==> src/shared/cmd_gate_consts.svh <==
// Constants for the command acceptance and power state gate.
`ifndef CMD_GATE_CONSTS_SVH
`define CMD_GATE_CONSTS_SVH

`define CG_ORD_W 8
`define CG_SYNC_DEPTH 3

`define CG_ORD_SAVE_STATE 8'h00
`define CG_ORD_STARTUP 8'h01
`define CG_ORD_PHYS_PRESENCE 8'h02
`define CG_ORD_ESTAB_RESET 8'h03

`define CG_ORD_ALTER_LO 8'h04
`define CG_ORD_ALTER_HI 8'h1F
`define CG_ORD_MAND_LO 8'h20
`define CG_ORD_MAND_HI 8'h7F
`define CG_ORD_O1_LO 8'h80
`define CG_ORD_O1_HI 8'h84
`define CG_ORD_O2_LO 8'h88
`define CG_ORD_O2_HI 8'h8A
`define CG_ORD_O3_LO 8'h90
`define CG_ORD_O3_HI 8'h91
`define CG_ORD_OPT_LO 8'h98
`define CG_ORD_OPT_HI 8'h9E
`define CG_ORD_DEL_LO 8'hA0
`define CG_ORD_DEL_HI 8'hA4

`define CG_OPT_COUNT 7
`define CG_DSTATE_D3 2'h3

`define CG_RST_SAVED_VALID 1'b0
`define CG_RST_SYNC 3'h0
`define CG_RST_INIT_FILT 1'b0
`define CG_RST_PD_FILT 1'b1

`endif

==> src/shared/cmd_gate_pkg.sv <==
// Types shared by the command gate and its ordinal attribute table.
package cmd_gate_pkg;

    typedef enum logic [2:0] {
        cls_save_state,
        cls_startup,
        cls_plain,
        cls_alters_saved,
        cls_unsupported
    } cmd_class_type;

    typedef enum logic [1:0] {
        resp_ok,
        resp_refused,
        resp_unsupported,
        resp_restore_failed
    } resp_code_type;

    typedef enum logic {
        pwr_d0,
        pwr_d3
    } power_state_type;

endpackage

==> src/shared/ordinal_attr_if.sv <==
// Lookup channel between the command gate and the ordinal attribute table.
`timescale 1ns/1ps
interface ordinal_attr_if;
    logic [7:0] ord;
    cmd_gate_pkg::cmd_class_type cls;

    modport lookup (output ord, input cls);
    modport table_side (input ord, output cls);
endinterface

==> src/rtl/ordinal_attr_rom.sv <==
// Per-ordinal attribute table: support and saved-state alteration class.
`timescale 1ns/1ps
`include "cmd_gate_consts.svh"
module ordinal_attr_rom #(
    parameter bit O1_EN = 1'b0,
    parameter bit O2_EN = 1'b0,
    parameter bit O3_EN = 1'b0,
    parameter logic [6:0] OPT_MASK = 7'h00
) (
    ordinal_attr_if.table_side attr
);
    logic [7:0] opt_off;

    always_comb begin
        opt_off = attr.ord - `CG_ORD_OPT_LO;
        attr.cls = cmd_gate_pkg::cls_unsupported;
        if (attr.ord == `CG_ORD_SAVE_STATE) begin
            attr.cls = cmd_gate_pkg::cls_save_state;
        end else if (attr.ord == `CG_ORD_STARTUP) begin
            attr.cls = cmd_gate_pkg::cls_startup;
        end else if (attr.ord == `CG_ORD_PHYS_PRESENCE || attr.ord == `CG_ORD_ESTAB_RESET) begin
            attr.cls = cmd_gate_pkg::cls_plain; // [RL13]
        end else if (attr.ord >= `CG_ORD_ALTER_LO && attr.ord <= `CG_ORD_ALTER_HI) begin
            attr.cls = cmd_gate_pkg::cls_alters_saved; // [RL15]
        end else if (attr.ord >= `CG_ORD_MAND_LO && attr.ord <= `CG_ORD_MAND_HI) begin
            attr.cls = cmd_gate_pkg::cls_plain; // [RL11]
        end else if (attr.ord >= `CG_ORD_O1_LO && attr.ord <= `CG_ORD_O1_HI && O1_EN) begin
            attr.cls = cmd_gate_pkg::cls_plain; // [RL12]
        end else if (attr.ord >= `CG_ORD_O2_LO && attr.ord <= `CG_ORD_O2_HI && O2_EN) begin
            attr.cls = cmd_gate_pkg::cls_plain; // [RL12]
        end else if (attr.ord >= `CG_ORD_O3_LO && attr.ord <= `CG_ORD_O3_HI && O3_EN) begin
            attr.cls = cmd_gate_pkg::cls_plain; // [RL12]
        end else if (attr.ord >= `CG_ORD_OPT_LO && attr.ord <= `CG_ORD_OPT_HI) begin
            if (OPT_MASK[opt_off[2:0]]) begin
                attr.cls = cmd_gate_pkg::cls_plain;
            end
        end
        // Deleted ordinals and unmapped indices fall through as unsupported.
    end
endmodule

==> src/rtl/command_set_power_state_gate.sv <==
// Command acceptance and device power state gate with saved-state tracking.
//
// Functional notes
// [RL1] After hardware init the device acts as D0, even if D1 or D2 exist.
// [RL2] Every command is refused while the power state is not D0.
// [RL3] D3 is left only by the hardware init signal, nothing else.
// [RL4] A save-state command keeps the device in D0 and accepting commands.
// [RL5] Strapping the power-down pin high disables the power-down protocol entirely.
// [RL6] The device is either fully working in D0 or dead in D3.
// [RL7] Save-state stores volatile contents; further commands still accepted afterwards.
// [RL8] A state-altering command after save-state voids the image; restore then fails.
// [RL9] Host must send save-state again to preserve the new state.
// [RL10] Startup selects restore or clear; device restores image or starts fresh.
// [RL11] Every mandatory ordinal is accepted; deleted ordinals are refused.
// [RL12] Optional ordinals sharing a flag are implemented all together or not at all.
// [RL13] Physical presence and establishment reset commands are always accepted; the gate refuses them in D3 and while init is held.
// [RL14] Device reset for power rules means assertion of the hardware init signal.
// [RL15] Per-ordinal attribute marks saved-state alteration; such commands clear the valid flag.
`timescale 1ns/1ps
`include "cmd_gate_consts.svh"
module command_set_power_state_gate #(
    parameter bit LPCPD_PROTOCOL_EN = 1'b1,
    parameter bit O1_EN = 1'b0,
    parameter bit O2_EN = 1'b0,
    parameter bit O3_EN = 1'b0,
    parameter logic [6:0] OPT_MASK = 7'h00
) (
    input wire logic core_clk,
    input wire logic reset,
    input wire logic clk_en,
    input wire logic hw_init_signal,
    input wire logic lpcpd_n,
    input wire logic power_req_valid,
    input wire logic [1:0] power_req_state,
    input wire logic cmd_valid,
    input wire logic [7:0] cmd_ordinal,
    input wire logic startup_restore_option,
    output logic resp_valid_q,
    output cmd_gate_pkg::resp_code_type resp_code_q,
    output logic exec_strobe_q,
    output logic save_strobe_q,
    output logic restore_strobe_q,
    output logic clear_strobe_q,
    output logic in_d3_q,
    output logic saved_valid_q,
    output logic init_active_q
);

    ordinal_attr_if attr ();

    ordinal_attr_rom #(
        .O1_EN(O1_EN),
        .O2_EN(O2_EN),
        .O3_EN(O3_EN),
        .OPT_MASK(OPT_MASK)
    ) u_attr (
        .attr(attr)
    );

    assign attr.ord = cmd_ordinal;

    // Pin synchronisers. Stage 0 feeds only stage 1; the filter compares stages 1 and 2.

    logic [2:0] init_sync_q;
    logic [2:0] init_sync_d;
    logic [2:0] pd_sync_q;
    logic [2:0] pd_sync_d;
    logic init_filt_q;
    logic init_filt_d;
    logic pd_filt_q;
    logic pd_filt_d;

    always_comb begin
        init_sync_d = {init_sync_q[1:0], hw_init_signal};
        pd_sync_d = {pd_sync_q[1:0], lpcpd_n};
        init_filt_d = init_filt_q;
        pd_filt_d = pd_filt_q;
        if (init_sync_q[1] == init_sync_q[2]) begin
            init_filt_d = init_sync_q[2];
        end
        if (pd_sync_q[1] == pd_sync_q[2]) begin
            pd_filt_d = pd_sync_q[2];
        end
    end

    always_ff @(posedge core_clk) begin
        if (reset) begin
            init_sync_q <= `CG_RST_SYNC;
            pd_sync_q <= ~`CG_RST_SYNC;
            init_filt_q <= `CG_RST_INIT_FILT;
            pd_filt_q <= `CG_RST_PD_FILT;
        end else if (clk_en) begin
            init_sync_q <= init_sync_d;
            pd_sync_q <= pd_sync_d;
            init_filt_q <= init_filt_d;
            pd_filt_q <= pd_filt_d;
        end
    end

    // Power state. Only two states exist, so D1 and D2 requests have nowhere to go.

    cmd_gate_pkg::power_state_type pwr_q;
    cmd_gate_pkg::power_state_type pwr_d;
    logic pd_enter;
    logic req_enter;

    always_comb begin
        // A high strap keeps the pin from ever requesting power down.
        pd_enter = LPCPD_PROTOCOL_EN && !pd_filt_q; // [RL5]
        req_enter = power_req_valid && power_req_state == `CG_DSTATE_D3;
        pwr_d = pwr_q;
        unique case (pwr_q)
            cmd_gate_pkg::pwr_d0: begin
                if (init_filt_q) begin
                    pwr_d = cmd_gate_pkg::pwr_d0; // [RL1]
                end else if (pd_enter || req_enter) begin
                    pwr_d = cmd_gate_pkg::pwr_d3; // [RL6]
                end
            end
            cmd_gate_pkg::pwr_d3: begin
                // Pin release or a D0 request is ignored here on purpose.
                if (init_filt_q) begin
                    pwr_d = cmd_gate_pkg::pwr_d0; // [RL3] [RL14]
                end
            end
        endcase
    end

    always_ff @(posedge core_clk) begin
        if (reset) begin
            pwr_q <= cmd_gate_pkg::pwr_d0;
        end else if (clk_en) begin
            pwr_q <= pwr_d;
        end
    end

    // Command gate and saved-image tracking.

    logic saved_valid_d;
    logic resp_valid_d;
    cmd_gate_pkg::resp_code_type resp_code_d;
    logic exec_strobe_d;
    logic save_strobe_d;
    logic restore_strobe_d;
    logic clear_strobe_d;
    logic gate_open;

    always_comb begin
        saved_valid_d = saved_valid_q;
        resp_valid_d = 1'b0;
        resp_code_d = cmd_gate_pkg::resp_ok;
        exec_strobe_d = 1'b0;
        save_strobe_d = 1'b0;
        restore_strobe_d = 1'b0;
        clear_strobe_d = 1'b0;
        // Init held high counts as reset in progress, so commands are refused until its release.
        gate_open = pwr_q == cmd_gate_pkg::pwr_d0 && !init_filt_q;
        if (cmd_valid) begin
            resp_valid_d = 1'b1;
            if (!gate_open) begin
                resp_code_d = cmd_gate_pkg::resp_refused; // [RL2]
            end else begin
                unique case (attr.cls)
                    cmd_gate_pkg::cls_save_state: begin
                        // Power may vanish any time after this, so the image is marked at once.
                        saved_valid_d = 1'b1; // [RL7] [RL15]
                        save_strobe_d = 1'b1; // [RL7]
                        exec_strobe_d = 1'b1; // [RL4]
                    end
                    cmd_gate_pkg::cls_startup: begin
                        if (startup_restore_option) begin
                            if (saved_valid_q) begin
                                restore_strobe_d = 1'b1; // [RL10]
                                exec_strobe_d = 1'b1;
                            end else begin
                                resp_code_d = cmd_gate_pkg::resp_restore_failed; // [RL8]
                            end
                        end else begin
                            clear_strobe_d = 1'b1; // [RL10]
                            exec_strobe_d = 1'b1;
                        end
                        // The image is consumed by either startup, so a second restore fails.
                        if (saved_valid_q && resp_code_d == cmd_gate_pkg::resp_ok) begin
                            saved_valid_d = 1'b0;
                        end
                    end
                    cmd_gate_pkg::cls_alters_saved: begin
                        saved_valid_d = 1'b0; // [RL8] [RL15]
                        exec_strobe_d = 1'b1;
                    end
                    cmd_gate_pkg::cls_plain: begin
                        exec_strobe_d = 1'b1; // [RL11] [RL13]
                    end
                    cmd_gate_pkg::cls_unsupported: begin
                        resp_code_d = cmd_gate_pkg::resp_unsupported; // [RL11] [RL12]
                    end
                    default: begin
                        resp_code_d = cmd_gate_pkg::resp_unsupported;
                    end
                endcase
            end
        end
    end

    always_ff @(posedge core_clk) begin
        if (reset) begin
            saved_valid_q <= `CG_RST_SAVED_VALID;
            resp_valid_q <= 1'b0;
            resp_code_q <= cmd_gate_pkg::resp_ok;
            exec_strobe_q <= 1'b0;
            save_strobe_q <= 1'b0;
            restore_strobe_q <= 1'b0;
            clear_strobe_q <= 1'b0;
        end else if (clk_en) begin
            saved_valid_q <= saved_valid_d;
            resp_valid_q <= resp_valid_d;
            resp_code_q <= resp_code_d;
            exec_strobe_q <= exec_strobe_d;
            save_strobe_q <= save_strobe_d;
            restore_strobe_q <= restore_strobe_d;
            clear_strobe_q <= clear_strobe_d;
        end
    end

    // Status outputs, registered so they never glitch on the pins.

    logic in_d3_d;
    logic init_active_d;

    always_comb begin
        in_d3_d = pwr_d == cmd_gate_pkg::pwr_d3;
        init_active_d = init_filt_d;
    end

    always_ff @(posedge core_clk) begin
        if (reset) begin
            in_d3_q <= 1'b0;
            init_active_q <= 1'b0;
        end else if (clk_en) begin
            in_d3_q <= in_d3_d;
            init_active_q <= init_active_d;
        end
    end

endmodule

==> config.mk <==
export PLATFORM = sky130hd
export DESIGN_NAME = command_set_power_state_gate
export DESIGN_NICKNAME = d
export VERILOG_FILES = /design/src/shared/cmd_gate_pkg.sv /design/src/shared/ordinal_attr_if.sv /design/src/rtl/ordinal_attr_rom.sv /design/src/rtl/command_set_power_state_gate.sv
export VERILOG_INCLUDE_DIRS = /design/src /design/src/shared
export SDC_FILE = /design/constraint.sdc
export NUM_CORES = 1
export LEC_CHECK = 0
export BUFFER_PORTS_ARGS = -buffer_cell sky130_fd_sc_hd__buf_2
export CAP_MARGIN = 25
export CORE_MARGIN = 4
export CORE_UTILIZATION = 46
export DETAILED_ROUTE_END_ITERATION = 12
export PLACE_DENSITY = 0.83
export SYNTH_ARGS = -nofsm -noshare
export SYNTH_HDL_FRONTEND = slang
export SYNTH_HIERARCHICAL = 1
export SYNTH_SLANG_ARGS = --single-unit
==> constraint.sdc <==
create_clock -name core_clk -period 1.5 [get_ports core_clk]
set_input_delay 0.075 -clock core_clk [delete_from_list [all_inputs] [get_ports core_clk]]
set_output_delay 0.075 -clock core_clk [all_outputs]
set_load 0.005 [all_outputs]
== Yosys cells after proc, flatten, opt, wreduce, memory -nomap -nowiden ==
Memory sizes are Yosys's and may differ from the RTL's.
Cells that the tools add are included.
Word-level totals
  bits in registers: 17
  bits in latches: 0
  RAM bits: 0
  memory bits (read-only): 8
  input port bits: 18
  output and inout bits: 10
  word-level logic and storage cells: 90
  memories kept: 1
Memories
  (no name shown): words 8, width 1, read ports 1, clocked after Yosys merged registers in 0, wr ports 0, RTL line ordinal_attr_rom.sv:34  | if (OPT_MASK[opt_off[2:0]]) begin
Operators by class
  $add $sub $neg: 1
  $mul: 0
  divide/modulo/power cells: 0
  order comparisons: 7
  equal/unequal tests: 10
  shift operators: 0
  mux-type cells: 40
  bitwise gates (word level): 1
  reductions and logical operators: 18
Operator list (count)
  1-bit 2-to-1 mux: 22
  3-bit 2-to-1 mux: 7
  8-bit by 2-bit equality test with 1-bit output, second input constant: 2
  2-bit 2-to-1 mux: 7
  8-bit by 1-bit equality test with 1-bit output, second input constant: 1
  8-bit by 3-bit >= comparator with 1-bit output, second input constant: 1
  8-bit by 6-bit >= comparator with 1-bit output, second input constant: 1
  8-bit >= comparator, second input constant: 1
  8-bit by 5-bit less-or-equal comparator with 1-bit output, second input constant: 1
  8-bit by 7-bit less-or-equal comparator with 1-bit output, second input constant: 1
  8-bit less-or-equal comparator, second input constant: 1
  8-bit zero test: 1
  3-bit by 2-bit equality test with 1-bit output, second input constant: 2
  1-bit logical AND: 6
  5-bit AND reduction: 1
  3-bit by 4-bit < comparator with 1-bit output, second input constant: 1
  1-bit one-hot mux with 2 select lines: 2
  2-bit one-hot mux with 2 select lines: 1
  2-bit AND reduction: 2
  3-bit by 1-bit equality test with 1-bit output, second input constant: 1
  3-bit zero test: 1
  1-bit one-hot mux with 3 select lines: 1
  3-bit nonzero test: 1
  3-bit OR reduction: 1
  other kinds (8): 11

== Depth between registers and ports, before layout ==
Gate-level depths: netlist of run 1.
  depth in word-level cells: 18
  depth in mapped cells: 5

== Hierarchy ==
Netlist of run 1, hierarchy kept.
By module, submodules not included
  command_set_power_state_gate: instances 1, cells an instance 75, area each 689.4 µm², seq. area each 340.3 µm²
  ordinal_attr_rom: instances 1, cells an instance 6, area each 47.5 µm², seq. area each 0.0 µm²

== Least setup slack after synthesis of run 1 ==
Ideal clock, no wire load.
  kind: in2reg
  from: input cmd_ordinal[1]
  to: register resp_code_q[0]
  arrival: 1.150 ns
  required time: 1.429 ns
  path slack: 0.280 ns
  stages on the path: 5
  path buffers: 0
  cell sequence: nand2b_4 > a2111oi_2 > and4bb_2 > nand4_1 > a21oi_1
Between the ends
  elaborated cells between the ends (all ways): 32
RTL lines
  start: declaration: RTL line command_set_power_state_gate.sv:36  | input wire logic [7:0] cmd_ordinal,
  8-bit >= comparator (no line) / 8-bit less-or-equal comparator (equally long branches)
  1-bit logical AND (no line)
  3-bit 2-to-1 mux: RTL line ordinal_attr_rom.sv:33  | end else if (attr.ord >= `CG_ORD_OPT_LO && attr.ord <= `CG_ORD_OPT_HI) begin
  3-bit 2-to-1 mux: RTL line ordinal_attr_rom.sv:25  | end else if (attr.ord >= `CG_ORD_MAND_LO && attr.ord <= `CG_ORD_MAND_HI) begin
  3-bit 2-to-1 mux: RTL line ordinal_attr_rom.sv:23  | end else if (attr.ord >= `CG_ORD_ALTER_LO && attr.ord <= `CG_ORD_ALTER_HI) begin
  3-bit 2-to-1 mux: RTL line ordinal_attr_rom.sv:21  | end else if (attr.ord == `CG_ORD_PHYS_PRESENCE || attr.ord == `CG_ORD_ESTAB_RESET) begin
  3-bit 2-to-1 mux: RTL line ordinal_attr_rom.sv:19  | end else if (attr.ord == `CG_ORD_STARTUP) begin
  3-bit 2-to-1 mux *: RTL line ordinal_attr_rom.sv:17  | if (attr.ord == `CG_ORD_SAVE_STATE) begin
  net attr.cls[0]: RTL line ordinal_attr_if.sv:5  | cmd_gate_pkg::cmd_class_type cls;
  3-bit by 2-bit equality test with 1-bit output / 3-bit zero test (equally long branches): RTL line command_set_power_state_gate.sv:163  | unique case (attr.cls)
  3-bit OR reduction (no line)
  2-bit one-hot mux with 2 select lines *: RTL line command_set_power_state_gate.sv:163
  2-bit 2-to-1 mux *: RTL line command_set_power_state_gate.sv:160  | if (!gate_open) begin
  2-bit 2-to-1 mux *: RTL line command_set_power_state_gate.sv:158  | if (cmd_valid) begin
  end signal: assignment: RTL line command_set_power_state_gate.sv:209  | resp_code_q <= cmd_gate_pkg::resp_ok;
  end signal: assignment: RTL line command_set_power_state_gate.sv:217  | resp_code_q <= resp_code_d;
  end: declaration: RTL line command_set_power_state_gate.sv:39  | output cmd_gate_pkg::resp_code_type resp_code_q,
Mark *: on every way through the listed nets, which the timed path passes. The rest lies on a longest branch. The select of a mux whose other input is x is not followed.
A chain may end at the register's enable or synchronous reset.

==> results of run 1 <==
[area by class of cell]
type | count | area (µm²) | share of cell area (%)
Clock buffer | 3 | 22.5 | 2.47
Inverter | 4 | 15.0 | 1.65
Clock inverter | 1 | 5.00 | 0.549
Tap cell | 16 | 20.0 | 2.19
Multi-Input combinational cell | 57 | 367 | 40.2
Timing Repair Buffer | 28 | 143 | 15.6
Sequential cell | 17 | 340 | 37.3
[per-layer routing]
layer | vias to the layer above | wire (µm) | GRT usage, %
li1 | 346 | - | -
met1 | 302 | 698 | 17.1
met2 | 28 | 809 | 27.2
met3 | 4 | 152 | 4.51
met4 | 0 | 29 | 10.8
met5 | - | 0 | 0
[final timing paths]
check | start | endpoint | slack, ns | depth (start not counted)
worst min-delay path | lpcpd_n | pd_sync_q[0] | 0.008 | 3
worst max register to register | init_active_q | saved_valid_q | 0.35 | 3
worst max-delay path | init_active_q | saved_valid_q | 0.35 | 3
worst min register to register | resp_valid_q | resp_valid_q | 0.46 | 2
[through the flow]
step                setup WS (ns)  cells
floorplan                   0.280     81
global route                0.303    126
finish                      0.355    126
global placement            0.189    122
detailed placement         0.0959    122
CTS                         0.367    126
[logic make-up (layout without fill, tap and decap cells)]
| logic type | after synthesis | count (layout) | share of synthesized area (%) |
|---|---|---|---|
| compound gates | 24 | 24 | 20.7 |
| simple gates | 29 | 29 | 23.6 |
| mux | 4 | 4 | 5.43 |
| flops | 17 | 17 | 46.2 |
| buf+inv | 7 | 36 | 4.07 |
[registers in the layout, summed over array words and instances (netlist names)]
register,count
pd_sync_q,3
resp_code_q,2
init_sync_q,3
restore_strobe_q,1
clear_strobe_q,1
exec_strobe_q,1
pd_filt_q,1
resp_valid_q,1
save_strobe_q,1
in_d3_q,1
init_active_q,1
saved_valid_q,1
[power by group through the flow]
stage | Combinational (W) | Sequential, W | Clock, W
final | 0.0000982 | 0.000473 | 0.000251
after global routing | 0.000110 | 0.000475 | 0.000267
after CTS | 0.0000989 | 0.000473 | 0.000249
after detailed placement | 0.0000985 | 0.000484 | 0
after global placement | 0.0000946 | 0.000483 | 0
after floorplan | 0.0000538 | 0.000483 | 0
[worst min-delay path: cells and delay by family]
kind          cells  cell delay [ns]
buf+inv           1             0.08
mux               1             0.06
simple gates      1             0.07
[placed cells by master (no fill, tap or decap)]
cell	count
buf_2	27
dfxtp_1	17
a21oi_1	13
nand2_1	9
o21ai_0	5
nor2_1	5
mux2i_1	4
inv_1	3
nand3_1	3
clkbuf_4	3
and4bb_2	2
nor3_1	2
clkinv_1	1
and4bb_4	1
o32ai_1	1
nand2_2	1
o31ai_1	1
nand4b_1	1
nor2b_1	1
a221oi_2	1
o21a_1	1
and2_1	1
a2bb2oi_1	1
nand4_1	1
or2b_1	1
clkinv_2	1
buf_4	1
nand2b_4	1
a2111oi_2	1
==> key figures, run 1 <==
Outcome
  – Outcome: complete, no violations

Yosys
  – Top cells by area, synth: dfxtp_1 (46%), a21oi_1 (8.8%), mux2i_1 (5.4%), nand2_1 (4.6%), and4bb_2 (3.4%)
  – Post-synth top area cell: dfxtp_1
  – Post-synth top cells: dfxtp_1 (17), a21oi_1 (13), nand2_1 (9), nor2_1 (5), o21ai_0 (5)
  – EDFF count, synth: 0
  – Synth top area share: 46.2%
  – #FFs+latches synth: 17
  – Synthesis Warnings: 6
  – Sequential share of the synthesized area: 46.2%
  – Syn_area_per_cell: 9.10 µm²
  – Top FF cell, synth: dfxtp_1
  – Syn Inst Count: 81
  – Async SR Flop Fraction: 0%
  – Syn Nets: 99
  – Most frequent cell after synthesis: dfxtp_1
  – Cell area after synthesis: 737 µm²
  – Distinct cell type count after synthesis: 27

Timing
  – Final hold violations: 0
  – Least-Margin Pin Slew: 0.397 ns
  – Period utilization: 76.3%
  – Final Setup Violations: 0
  – Fmax: 0.873 GHz
  – Max-slew violations: 0
  – Clock Skew: 0.00764 ns
  – WHS: 0.00844 ns
  – Total negative setup slack: 0 ns
  – RSZ-0062 raised after global routing: no
  – Slew headroom: 73.5%
  – Final min period: 1.15 ns

Power and ir drop
  – Switching part of the total power: 25.7%
  – Internal power: 0.000611 W
  – Worst vdd ir: 0.530 mV
  – Psw: 0.000212 W
  – Leakage: 0.403 nW
  – Total Power: 0.000823 W
  – Cell area power density: 902 nW/µm²
  – Clock share of power: 30.6%
  – Sequential power share: 57.5%
  – Gate power share: 11.9%

Setup path
  – Crit-path cells: and4bb_4 > nand2_2 > a221oi_2
  – Crit path required time: 1.71 ns
  – CP Capture Type: flop
  – CP peak stage delay: 0.37 ns
  – CP Max Fanout: 6
  – Worst path bufs/invs: 0
  – WS Path Type: reg2reg
  – Slowest CP cell: dfxtp_1
  – CP delay by family, top: simple AND/OR/NAND/NOR gates
  – Setup crit start kind: flop
  – Critical path arrival: 1.36 ns

Clock network
  – Hold Buf Count CTS: 0
  – Deepest clock path buffer count: 2
  – Post-CTS setup buffers: 0
  – Clock buffer count from CTS: 3
  – CTS Sinks: 17
  – Worst-path clk slew: 0.11 ns
  – Later-pin clock latency in the skew report: 0.30 ns
  – H-tree level count: 1
  – Root Buffer: clkbuf_4
  – CTS tree: done
  – # resized after CTS: 0

Route
  – Vias per inst: 5.40
  – Residual DRC: 0
  – ANT nets after route: 0
  – Routed wire per std cell: 13.4 µm
  – DRT Pass-1 Iters: 4
  – Vias: 680
  – Drt total wl: 1.69 mm
  – DRT iter0 DRCs: 12

Placement
  – Cell Area, Placed: 885 µm²
  – PortBufs: 27
  – GPL Wtd Cong: 0.819
  – Dpl hpwl: 1.31 mm

Layout
  – Final #Nets: 129
  – Post-route cell area: 912 µm²
  – Layout area overhead: 23.8%
  – Fraction of layout cells with a size suffix above 1: 35.5%
  – Filler Cell Count: 152
  – Ant. Diodes: 0
  – Final core occ: 60.5%

Die
  – Die span in y: 48.0 µm
  – Die width: 48.0 µm
  – Cell Rows: 14
  – Core Region: 1510 µm²
  – I/O pin count: 28
  – Die Area: 2310 µm²
  – Initial core utilization: 48.9%

Hold path
  – Hold/Removal Path Class: in2reg

Global route
  – Global route overflow: 0
  – Initial antenna violation count: 0
  – First-pass GRT wire length: 2.48 mm
  – Total track usage: 16.0%
  – Number of global-route vias before repair: 636
  – Pin count of the biggest net entering global routing: 16

Run
  – Max Cap Viol: 0
No activity file was read; power rests on OpenSTA's default activity.
==> inputs of run 2 (changes only) <==
clock period = 1.1 ns   (was 1.5 ns; I/O delays follow)
==> key figures, run 2 (same netlist as run 1, synthesis figures left out) <==
Layout
  – Post-Layout Cell Count: 135 (+7.1%)
  – Fraction of layout cells with a size suffix above 1: 43.7% (+8.2 points)
  – Final #Nets: 138 (+7.0%)
  – Final core occ: 67.2% (+6.6 points)
  – Ant. Diodes: 0 (unchanged)
  – Reg area: 344 µm² (+1.1%)
  – Commonest non-fill, non-tap cell in the layout: buf_2
  – Most frequent cells in the layout: buf_2 (27), dfxtp_1 (14), a21oi_1 (13)
  – Area occupied by multi-input gates: 394 µm² (+7.5%)
  – Filler Cell Count: 131 (-14%)
  – Post-route cell area: 1010 µm² (+11%)
  – Largest regs: init_sync_q: 3 flops, pd_sync_q: 3 flops, resp_code_q: 2 flops
  – Layout area overhead: 37.4%

Die
  – Die span in y: 48.0 µm (unchanged)
  – Die Area: 2310 µm² (unchanged)
  – Core Region: 1510 µm² (unchanged)
  – Die width: 48.0 µm (unchanged)
  – Initial core utilization: 48.9% (unchanged)
  – Cell Rows: 14 (unchanged)
  – I/O pin count: 28 (unchanged)

Setup path
  – CP peak stage delay: 0.38 ns (about the same)
  – WS Path Type: reg2reg
  – CP Max Fanout: 6 (unchanged)
  – CP Capture Type: flop
  – Critical path arrival: 1.30 ns (-0.06 ns)
  – Slowest CP cell: and4bb_4
  – Crit-path cells: and4bb_4 > nand2_2 > a221oi_2
  – Setup crit start kind: flop
  – Crit path required time: 1.30 ns (-0.41 ns)

Route
  – Drt total wl: 1.74 mm (+3.0%)
  – DRT Pass-1 Iters: 4 (unchanged)
  – Routed wire per std cell: 12.9 µm (-3.8%)
  – Vias: 734 (+7.9%)
  – Residual DRC: 0 (unchanged)
  – Vias per inst: 5.44 (+0.75%)
  – DRT iter0 DRCs: 16 (+4)
  – ANT nets after route: 0 (unchanged)

Clock network
  – Clock buffer count from CTS: 3 (unchanged)
  – Root Buffer: clkbuf_4
  – H-tree level count: 1 (unchanged)
  – Worst-path clk slew: 0.09 ns (-0.02 ns)
  – Later-pin clock latency in the skew report: 0.28 ns (-0.02 ns)
  – Deepest clock path buffer count: 2 (unchanged)
  – CTS Sinks: 17 (unchanged)
  – CTS tree: done

Placement
  – Dpl hpwl: 1.33 mm (+1.3%)
  – GPL Wtd Cong: 0.821 (+0.31%)
  – Cell Area, Placed: 955 µm² (+7.9%)
  – PortBufs: 27 (unchanged)
  – Inst Count DP: 129 (+5.7%)

Hold path
  – Hold/Removal Path Class: in2reg

Timing
  – Final hold violations: 0 (unchanged)
  – Least-Margin Pin Slew: 0.327 ns (-0.0698 ns)
  – Period utilization: 99.8% (+23 points)
  – Clock Skew: 0.00276 ns (-0.00488 ns)
  – Fmax: 0.911 GHz (+4.3%)
  – Slew headroom: 78.2% (+4.7 points)
  – Total negative setup slack: 0 ns (unchanged)
  – Final Setup Violations: 0 (unchanged)
  – Final min period: 1.10 ns (-0.0476 ns)
  – Max-slew violations: 0 (unchanged)
  – WHS: 0.00559 ns (-0.00284 ns)
  – RSZ-0062 raised after global routing: yes

Power and ir drop
  – Clock share of power: 28.4% (-2.2 points)
  – Switching part of the total power: 23.9% (-1.8 points)
  – Worst vdd ir: 0.740 mV (+40%)
  – Sequential power share: 57.0% (-0.5 points)
  – Psw: 0.000271 W (+28%)
  – Cell area power density: 1120 nW/µm² (+24%)
  – Internal power: 0.000860 W (+41%)
  – Leakage: 0.450 nW (+12%)
  – Gate power share: 14.6% (+2.7 points)

Global route
  – Initial antenna violation count: 0 (unchanged)
  – Total track usage: 17.6% (+1.6 points)
  – Global route overflow: 0 (unchanged)
  – First-pass GRT wire length: 2.85 mm (+15%)
  – Pin count of the biggest net entering global routing: 16 (unchanged)
  – Number of global-route vias before repair: 698 (+9.7%)

Outcome
  – Outcome: complete, no violations

Run
  – Max Cap Viol: 0 (unchanged)
-- run 2: layout make-up --
type | instances | share of cell area, %
multi-input combinational | 57 | 38.9
sequential | 17 | 34.0
timing repair buffer | 37 | 21.0
clock buffer | 4 | 2.60
tap | 16 | 1.98
inverter | 4 | 1.48
-- run 2: critical path, delay by kind of cell (launching register included) --
family,cells,cell delay [ns]
AND/OR/NAND/NOR,2,0.45
AO/OA/AOI/OAI,1,0.23
flip-flops,1,0.33
-- run 2: worst paths after layout --
kind | depth (start not counted) | start | slack (ns) | end
setup / recovery | 3 | in_d3_q | 0.002 | saved_valid_q
hold / removal | 3 | hw_init_signal | 0.006 | init_sync_q[0]
setup reg to reg | 3 | in_d3_q | 0.002 | saved_valid_q
hold reg to reg | 2 | resp_valid_q | 0.46 | resp_valid_q
-- run 2: metal layers --
layer | share of wire (%) | wire, µm | GRT usage, %
met5 | 0 | 0 | 0
met3 | 8.5 | 148 | 3.76
met4 | 1.2 | 21 | 6.45
met1 | 39 | 677 | 19.5
met2 | 51 | 893 | 32.5
-- run 2: power groups by stage --
stage                     Clock (W)  Combinational (W)  Sequential (W)
after detailed placement          0           0.000156        0.000659
final                      0.000321           0.000165        0.000645
after global routing       0.000358           0.000185        0.000648
after CTS                  0.000332           0.000165        0.000645
after global placement            0           0.000152        0.000658
after floorplan                   0          0.0000766        0.000658
-- run 2: repair_timing --
item	CTS	global route
hold buffers	1	0
resized for setup	2	3
pin swaps	2	3
endpoints found under the setup margin	2	5
endpoints found under the hold margin	1	0
buffers inserted	1	0
-- run 2: stage by stage --
stage,setup WS (ns),total power [W]
after floorplan,0.0328,0.000735
after global placement,-0.102,0.000809
after detailed placement,-0.169,0.000815
after CTS,0.0119,0.00114
after global routing,-0.0329,0.00119
final,0.00243,0.00113
